--- config.mk ---
export PLATFORM = sky130hd
export DESIGN_NAME = fps_seq
export DESIGN_NICKNAME = d
export VERILOG_FILES = /design/src/pkg/fps_pkg.sv /design/src/rtl/fps_seq.sv
export SDC_FILE = /design/constraint.sdc
export NUM_CORES = 1
export LEC_CHECK = 0
export ABC_AREA = 1
export BUFFER_PORTS_ARGS = -buffer_cell sky130_fd_sc_hd__buf_2
export CORE_MARGIN = 2
export CORE_UTILIZATION = 50
export DETAILED_ROUTE_END_ITERATION = 8
export GPL_TIMING_DRIVEN = 0
export PLACE_DENSITY = 0.7
export RECOVER_POWER = 25
export SLEW_MARGIN = 10
export SYNTH_ARGS = -nofsm -noshare
export SYNTH_HDL_FRONTEND = slang
export SYNTH_SLANG_ARGS = --single-unit
--- constraint.sdc ---
create_clock -name i_clk -period 3.6 [get_ports i_clk]
set_input_delay 0.54 -clock i_clk [delete_from_list [all_inputs] [get_ports i_clk]]
set_output_delay 0.54 -clock i_clk [all_outputs]
set_load 0.05 [all_outputs]
--- src/pkg/fps_pkg.sv ---
// Constants and types for the flash pulse erase/program sequencer
// Functional notes
// - Array is 16384 words of 16 bits
// - Program writes only bytes or aligned words
// - Misaligned word write programs lower-address byte only
// - Sequencer times every pulse itself
// - Top 2k F800-FFFF is protected boot block
// - Secondary vector table directly below boot block
// - Vector maps to same low byte, page below
// - Jump entry is 4 bytes, six cycles
// - Startup pin selects bootloader or application
// - Erased location reads FF
package fps_pkg;
    localparam int          ADDR_W          = 16;
    localparam int          WORD_ADDR_W     = 14;
    localparam int          ARRAY_WORDS     = 16384;
    localparam int          CLK_MHZ         = 250;
    localparam int          ERASE_PULSE_MS  = 100;
    localparam int          ERASE_CYC       = ERASE_PULSE_MS * 1000 * CLK_MHZ;
    localparam int          PROG_PULSE_US   = 20;
    localparam int          PROG_CYC        = PROG_PULSE_US * CLK_MHZ;
    localparam int          ERASE_MAX       = 5;
    localparam int          PROG_MAX        = 50;
    localparam logic [15:0] BOOT_BASE       = 16'hF800;
    localparam logic [15:0] FLASH_BASE      = 16'h8000;
    localparam logic [7:0]  ERASED_BYTE     = 8'hFF;
    localparam logic [7:0]  VEC_PAGE_BELOW  = 8'hF7;
    localparam logic [7:0]  VEC_LOW_FIRST   = 8'hC0;
    localparam logic [15:0] RESET_VEC       = 16'hFFFE;
    localparam int          JMP_BYTES       = 4;
    localparam int          JMP_CPU_CYCLES  = 6;
    // Control register bit positions
    localparam int          CTL_ERAS        = 2;
    localparam int          CTL_LAT         = 1;
    localparam int          CTL_ENPE        = 0;
    localparam logic [2:0]  CTL_RESET       = 3'h0;

    typedef enum logic [3:0] {
        FPS_IDLE    = 4'b0000,
        FPS_LATCH   = 4'b0001,
        FPS_PULSE   = 4'b0010,
        FPS_UNLATCH = 4'b0011,
        FPS_VERIFY  = 4'b0100,
        FPS_DECIDE  = 4'b0101,
        FPS_FINAL   = 4'b0110,
        FPS_DONE    = 4'b0111
    } fps_state_t;

    typedef enum logic [1:0] {
        FPS_ST_NONE = 2'b00,
        FPS_ST_OK   = 2'b01,
        FPS_ST_FAIL = 2'b10,
        FPS_ST_PROT = 2'b11
    } fps_status_t;
endpackage

--- src/rtl/fps_seq.sv ---
// Flash pulse erase/program sequencer with boot block protection and vector remap
`timescale 1ns/1ps
module fps_seq #(
    parameter int ERASE_CYCLES = fps_pkg::ERASE_CYC
) (
    input  wire logic                      i_clk,
    input  wire logic                      i_reset,
    // Request side
    input  wire logic                      i_erase_req,
    input  wire logic                      i_prog_req,
    input  wire logic [15:0]               i_prog_addr,
    input  wire logic [15:0]               i_prog_data,
    input  wire logic                      i_prog_word,
    input  wire logic                      i_boot_sel_pin,
    input  wire logic [15:0]               i_vec_addr,
    output logic      [15:0]               o_vec_remap,
    output logic                           o_boot_loader,
    output logic                           o_busy,
    output logic                           o_done,
    output fps_pkg::fps_status_t           o_status,
    // Array side
    output logic      [2:0]                o_pulse_ctl,
    output logic                           o_arr_wr,
    output logic      [1:0]                o_arr_be,
    output logic      [13:0]               o_arr_waddr,
    output logic      [15:0]               o_arr_wdata,
    output logic                           o_arr_rd,
    output logic      [13:0]               o_arr_raddr,
    input  wire logic [15:0]               i_arr_rdata
);
    // ------------------------------------------------------------
    // Helpers
    // ------------------------------------------------------------
    function automatic logic in_boot(input logic [15:0] a);
        in_boot = (a >= fps_pkg::BOOT_BASE);
    endfunction

    function automatic logic [15:0] vec_map(input logic [15:0] a);
        vec_map = {fps_pkg::VEC_PAGE_BELOW, a[7:0]};
    endfunction

    // ------------------------------------------------------------
    // Startup pin and vector remap
    // ------------------------------------------------------------
    logic        pin_s1_reg;
    logic        pin_s2_reg;
    logic        boot_taken_reg;

    always_ff @(posedge i_clk) begin
        pin_s1_reg <= i_boot_sel_pin;
        pin_s2_reg <= pin_s1_reg;
    end

    // Pin low selects the loader; caught once after reset release
    always_ff @(posedge i_clk) begin
        if (i_reset) begin
            boot_taken_reg <= 1'b0;
            o_boot_loader  <= 1'b0;
        end else if (!boot_taken_reg) begin
            boot_taken_reg <= 1'b1;
            o_boot_loader  <= ~pin_s2_reg;
        end
    end

    // Primary vectors redirect to the table below the block
    always_ff @(posedge i_clk) begin
        if (i_reset) begin
            o_vec_remap <= vec_map(fps_pkg::RESET_VEC);
        end else if (i_vec_addr[15:8] == 8'hFF && i_vec_addr[7:0] >= fps_pkg::VEC_LOW_FIRST) begin
            o_vec_remap <= vec_map({i_vec_addr[15:1], 1'b0});
        end else begin
            o_vec_remap <= i_vec_addr;
        end
    end

    // ------------------------------------------------------------
    // Sequencer
    // ------------------------------------------------------------
    fps_pkg::fps_state_t state_reg;
    logic        is_erase_reg;
    logic        margin_reg;
    logic [5:0]  pulses_reg;
    logic [5:0]  margin_cnt_reg;
    logic [31:0] timer_reg;
    logic [13:0] scan_reg;
    logic        bad_reg;
    logic [15:0] exp_reg;
    logic [1:0]  be_reg;
    logic [13:0] tgt_reg;

    wire logic [31:0] pulse_len = is_erase_reg ? 32'(ERASE_CYCLES) : 32'(fps_pkg::PROG_CYC);
    wire logic [5:0]  pulse_max = is_erase_reg ? 6'(fps_pkg::ERASE_MAX) : 6'(fps_pkg::PROG_MAX);
    wire logic        scan_last = !is_erase_reg || (scan_reg == 14'(fps_pkg::BOOT_BASE[14:1] - 1));
    // Erase checks bytes against FF, program compares enabled lanes
    wire logic        loc_ok    = is_erase_reg ?
        (i_arr_rdata == {fps_pkg::ERASED_BYTE, fps_pkg::ERASED_BYTE}) :
        ((!be_reg[1] || i_arr_rdata[15:8] == exp_reg[15:8]) &&
         (!be_reg[0] || i_arr_rdata[7:0] == exp_reg[7:0]));
    wire logic        req_any   = i_erase_req || i_prog_req;

    always_ff @(posedge i_clk) begin
        if (i_reset) begin
            state_reg      <= fps_pkg::FPS_IDLE;
            is_erase_reg   <= 1'b0;
            margin_reg     <= 1'b0;
            pulses_reg     <= 6'h00;
            margin_cnt_reg <= 6'h00;
            timer_reg      <= 32'h0000_0000;
            scan_reg       <= 14'h0000;
            bad_reg        <= 1'b0;
            exp_reg        <= 16'h0000;
            be_reg         <= 2'h0;
            tgt_reg        <= 14'h0000;
            o_status       <= fps_pkg::FPS_ST_NONE;
            o_done         <= 1'b0;
            o_pulse_ctl    <= fps_pkg::CTL_RESET;
            o_arr_wr       <= 1'b0;
            o_arr_be       <= 2'h0;
            o_arr_waddr    <= 14'h0000;
            o_arr_wdata    <= 16'h0000;
        end else begin
            o_done   <= 1'b0;
            o_arr_wr <= 1'b0;
            case (state_reg)
                fps_pkg::FPS_IDLE: begin
                    if (req_any) begin
                        o_status     <= fps_pkg::FPS_ST_NONE;
                        is_erase_reg <= i_erase_req;
                        margin_reg   <= 1'b0;
                        pulses_reg   <= 6'h00;
                        tgt_reg      <= i_prog_addr[14:1];
                        exp_reg      <= i_prog_data;
                        // Word only when aligned, else high byte at lower address
                        if (i_erase_req) begin
                            be_reg <= 2'h3;
                        end else if (i_prog_word && !i_prog_addr[0]) begin
                            be_reg <= 2'h3;
                        end else if (i_prog_addr[0]) begin
                            be_reg <= 2'h1;
                        end else begin
                            be_reg <= 2'h2;
                        end
                        if (!i_erase_req && !i_prog_word && i_prog_addr[0]) begin
                            exp_reg <= {8'h00, i_prog_data[7:0]};
                        end else if (!i_erase_req && !i_prog_word) begin
                            exp_reg <= {i_prog_data[7:0], 8'h00};
                        end else if (!i_erase_req && i_prog_addr[0]) begin
                            // Misaligned word: only its high byte reaches the odd lane
                            exp_reg <= {8'h00, i_prog_data[15:8]};
                        end
                        if (!i_erase_req && (in_boot(i_prog_addr) ||
                            i_prog_addr < fps_pkg::FLASH_BASE)) begin
                            o_status <= fps_pkg::FPS_ST_PROT;
                            o_done   <= 1'b1;
                        end else begin
                            state_reg <= fps_pkg::FPS_LATCH;
                        end
                    end
                end
                fps_pkg::FPS_LATCH: begin
                    // Latch address/data by an array write, then raise pulse
                    o_pulse_ctl[fps_pkg::CTL_LAT]  <= 1'b1;
                    o_pulse_ctl[fps_pkg::CTL_ERAS] <= is_erase_reg;
                    o_arr_wr    <= 1'b1;
                    o_arr_be    <= be_reg;
                    o_arr_waddr <= is_erase_reg ? 14'h0000 : tgt_reg;
                    o_arr_wdata <= exp_reg;
                    timer_reg   <= pulse_len;
                    state_reg   <= fps_pkg::FPS_PULSE;
                end
                fps_pkg::FPS_PULSE: begin
                    o_pulse_ctl[fps_pkg::CTL_ENPE] <= 1'b1;
                    // Run down to zero so the enable stands the full pulse length
                    if (timer_reg == 32'h0000_0000) begin
                        o_pulse_ctl[fps_pkg::CTL_ENPE] <= 1'b0;
                        state_reg <= fps_pkg::FPS_UNLATCH;
                    end else begin
                        timer_reg <= timer_reg - 32'h0000_0001;
                    end
                end
                fps_pkg::FPS_UNLATCH: begin
                    o_pulse_ctl <= fps_pkg::CTL_RESET;
                    scan_reg    <= is_erase_reg ? 14'h0000 : tgt_reg;
                    bad_reg     <= 1'b0;
                    if (margin_reg) begin
                        margin_cnt_reg <= margin_cnt_reg - 6'h01;
                        state_reg <= (margin_cnt_reg == 6'h01) ?
                            fps_pkg::FPS_FINAL : fps_pkg::FPS_LATCH;
                    end else begin
                        pulses_reg <= pulses_reg + 6'h01;
                        state_reg  <= fps_pkg::FPS_VERIFY;
                    end
                end
                fps_pkg::FPS_VERIFY, fps_pkg::FPS_FINAL: begin
                    // One location per cycle; read issued combinationally
                    if (!loc_ok) begin
                        bad_reg <= 1'b1;
                    end
                    if (scan_last) begin
                        if (state_reg == fps_pkg::FPS_FINAL) begin
                            o_status  <= (bad_reg || !loc_ok) ?
                                fps_pkg::FPS_ST_FAIL : fps_pkg::FPS_ST_OK;
                            o_done    <= 1'b1;
                            state_reg <= fps_pkg::FPS_IDLE;
                        end else begin
                            bad_reg   <= bad_reg || !loc_ok;
                            state_reg <= fps_pkg::FPS_DECIDE;
                        end
                    end else begin
                        scan_reg <= scan_reg + 14'h0001;
                    end
                end
                fps_pkg::FPS_DECIDE: begin
                    scan_reg <= is_erase_reg ? 14'h0000 : tgt_reg;
                    if (!bad_reg || pulses_reg >= pulse_max) begin
                        margin_reg     <= 1'b1;
                        margin_cnt_reg <= pulses_reg;
                    end
                    bad_reg   <= 1'b0;
                    state_reg <= fps_pkg::FPS_LATCH;
                end
                default: begin
                    state_reg <= fps_pkg::FPS_IDLE;
                end
            endcase
        end
    end

    // Read port scans only the array below the boot block
    always_comb begin
        o_arr_rd    = (state_reg == fps_pkg::FPS_VERIFY) || (state_reg == fps_pkg::FPS_FINAL);
        o_arr_raddr = scan_reg;
        o_busy      = (state_reg != fps_pkg::FPS_IDLE);
    end
endmodule

==> run_results.csv <==
group,metric,value,unit
drt,dr.first_iter.drc_count,527,
critical_path,cp.required,3.88,ns
logic_synthesis,async_flop_share,0,%
drt,vias,7293,
cells_and_area,final_layout_size_suffix_gt1_share,16.3,%
cts,cts_buffer_depth,2,
timing,relSlewSlack,49.8,%
timing,hold_slack,0.207,ns
cells_and_area,fill_cells,1413,
logic_synthesis,syn-instance-count,1004,
floorplan,start_util,50.6,%
logic_synthesis,yosys_warnings,0,
global_route,track_usage,27.4,%
cells_and_area,multi_input_area,3560,sq um
timing,worst_pin_slew,0.753,ns
critical_path,critPathArrivalTime,2.69,ns
placed_design,routabilityCongestion,0.904,
pwr,leakage,3.74,nW
cts,htreeDepth,4,
cells_and_area,largest_reg_flops,32,
global_route,grt_max_degree,17,
logic_synthesis,syn_avg_cell_area,7.24,sq um
global_route,grt_pass1_wl,34.0,mm
logic_synthesis,synth_area_leader_cell,"dfxtp_1",
logic_synthesis,ys_seq_area_share,42.7,%
logic_synthesis,synth_area_leaders,"dfxtp_1, nand2_1, o21ai_0",
cts,clk_pin_slew,0.06,ns
min_path,hold_class,"input port to register",
logic_synthesis,synthTopCellsByCount,"nand2_1, dfxtp_1, nor2_1, inv_1, o21ai_0",
placed_design,io_buffer_count,139,
global_route,grt_pass1_vias,6769,
drt,drcViolationCount,0,
placed_design,place_inst,1327,
global_route,gr-total-overflow,0,
logic_synthesis,ys_types,46,
timing,slew_viol_final,0,
drt,wl,21.0,mm
floorplan,io_pins,142,
logic_synthesis,synth-main-ff-cell,"dfxtp_1",
logic_synthesis,netlist_area,7270,sq um
cts,numClockSinks,155,
cells_and_area,seq_area,3100,sq um
cells_and_area,final_cells,1361,
logic_synthesis,synth_edf_count,0,
pwr,peakVddDrop,460,uV
status,status,"complete, no violations",
critical_path,start_kind,"register",
logic_synthesis,synth_top_area_share,42.7,%
timing,timing.final.hold_violations,0,
timing,fin_skew,0.00969,ns
critical_path,worstSetupPathType,"register to register",
logic_synthesis,ys_seq_elements,155,
timing,fin_crit,2.41,ns
drt,ant_nets,0,
cts,post_cts_buffers,0,
pwr,power_density,783,nW/um^2
pwr,fin_total_pwr,6.85,mW
drt,post_drt_wl_per_cell,15.4,um
job,drv_cap,0,
critical_path,worstPathMaxFanout,10,
cts,numCtsBuffers,17,
cells_and_area,area_growth,20.3,%
drt,dr.pass1.iters,5,
timing,clock.fmax,415,MHz
cts,cts_tree,"done",
timing,finalSetupViolations,0,
cts,hold_buffers,0,
critical_path,end_kind,"register",
cells_and_area,nets,1242,
floorplan,dieWidth,125,um
floorplan,dieArea,15500,sq um
cts,cts_resized,0,
floorplan,row_count,44,
drt,via_per_inst,5.36,
floorplan,core_area,14400,sq um
cts,cts-root-buf,"clkbuf_16",
global_route,antenna_found_initial,1,
floorplan,die_h,125,um
logic_synthesis,synth_nets,1084,
timing,fin_tns_setup,0,ns
placed_design,hpwl,15.5,mm
timing,fin_crit_sh,66.9,%
logic_synthesis,synth.most_common_cell,"nand2_1",
cts,clock_latency,0.43,ns
timing,rsz0062_at_grt,"false",
layout make-up:
class / count / area share [%]
sequential: 155 / 35.5
multi-input combinational: 702 / 40.8
timing repair buffer: 139 / 7.37
clock buffer: 19 / 5.18
buffer: 37 / 1.92
antenna: 2 / 0.0572
clock inverter: 13 / 1.87
tap: 184 / 2.63
inverter: 110 / 4.75
path summary, 6_finish.rpt:
kind / from / to / slack [ns] / depth (start not counted)
worst max-delay path: is_erase_reg$_SDFFE_PP0P_ / margin_cnt_reg[1]$_SDFFE_PP0P_ / 1.19 / 10
worst min-delay path: i_boot_sel_pin / pin_s1_reg$_DFF_P_ / 0.21 / 1
worst max register to register: is_erase_reg$_SDFFE_PP0P_ / margin_cnt_reg[1]$_SDFFE_PP0P_ / 1.19 / 10
worst min register to register: pin_s1_reg$_DFF_P_ / pin_s2_reg$_DFF_P_ / 0.33 / 0
per-layer routing:
metal / track usage (%) / share of wire (%)
met4: 11.5 / 3.0
met2: 43.7 / 46
met5: 0 / 0.029
met3: 7.52 / 6.1
met1: 34.9 / 45
metrics by stage:
stage | utilization [%] | instance area, sq um | setup WS, ns
after global placement | 57.0 | 8200 | 1.16
final | 60.9 | 8750 | 1.19
after floorplan | - | 7270 | 1.44
after CTS | 61.3 | 8810 | 1.16
after global routing | 60.8 | 8740 | 0.944
after detailed placement | 57.0 | 8200 | 1.17
kinds of logic (layout without fill, tap and decap cells):
family	Yosys count	after routing	synth area share [%]
flip-flops	155	155	42.7
other	0	2	0
AND/OR/NAND/NOR	443	443	27.1
XOR/XNOR	24	24	2.89
adder cells (fa/ha/maj)	10	10	1.72
buffers and inverters	147	318	8.02
AO/OA/AOI/OAI	225	225	17.6
critical path, cell delays in order (launching register included):
cell and delay [ns]:
dfxtp_1 0.54, inv_1 0.12, clkbuf_1 0.29, ha_1 0.37
inv_1 0.03, o21ai_0 0.16, a21oi_1 0.10, o21ai_2 0.32
nand2_2 0.17, nand2_1 0.09, a21oi_1 0.05
cell usage in the layout (no fill, tap or decap), drive strengths merged, types with 3 or more instances in the layout:
cell / count
a211oi: 6
a21oi: 77
a22o: 9
a31oi: 6
a32o: 8
buf: 112
bufinv: 3
clkbuf: 83
clkinv: 5
dfxtp: 155
ha: 10
inv: 113
nand2: 217
nand3: 55
nand4: 17
nor2: 118
nor3: 10
nor3b: 6
nor4: 4
o21ai: 100
o22ai: 4
o32ai: 8
or2: 14
xnor2: 16
xor2: 8
power breakdown:
group          total [mW]  switching, mW  internal [mW]
Combinational        2.67           1.88          0.790
Clock                1.89          0.754           1.13
Sequential           2.29          0.258           2.03
Power figures use the tool's default switching activity.
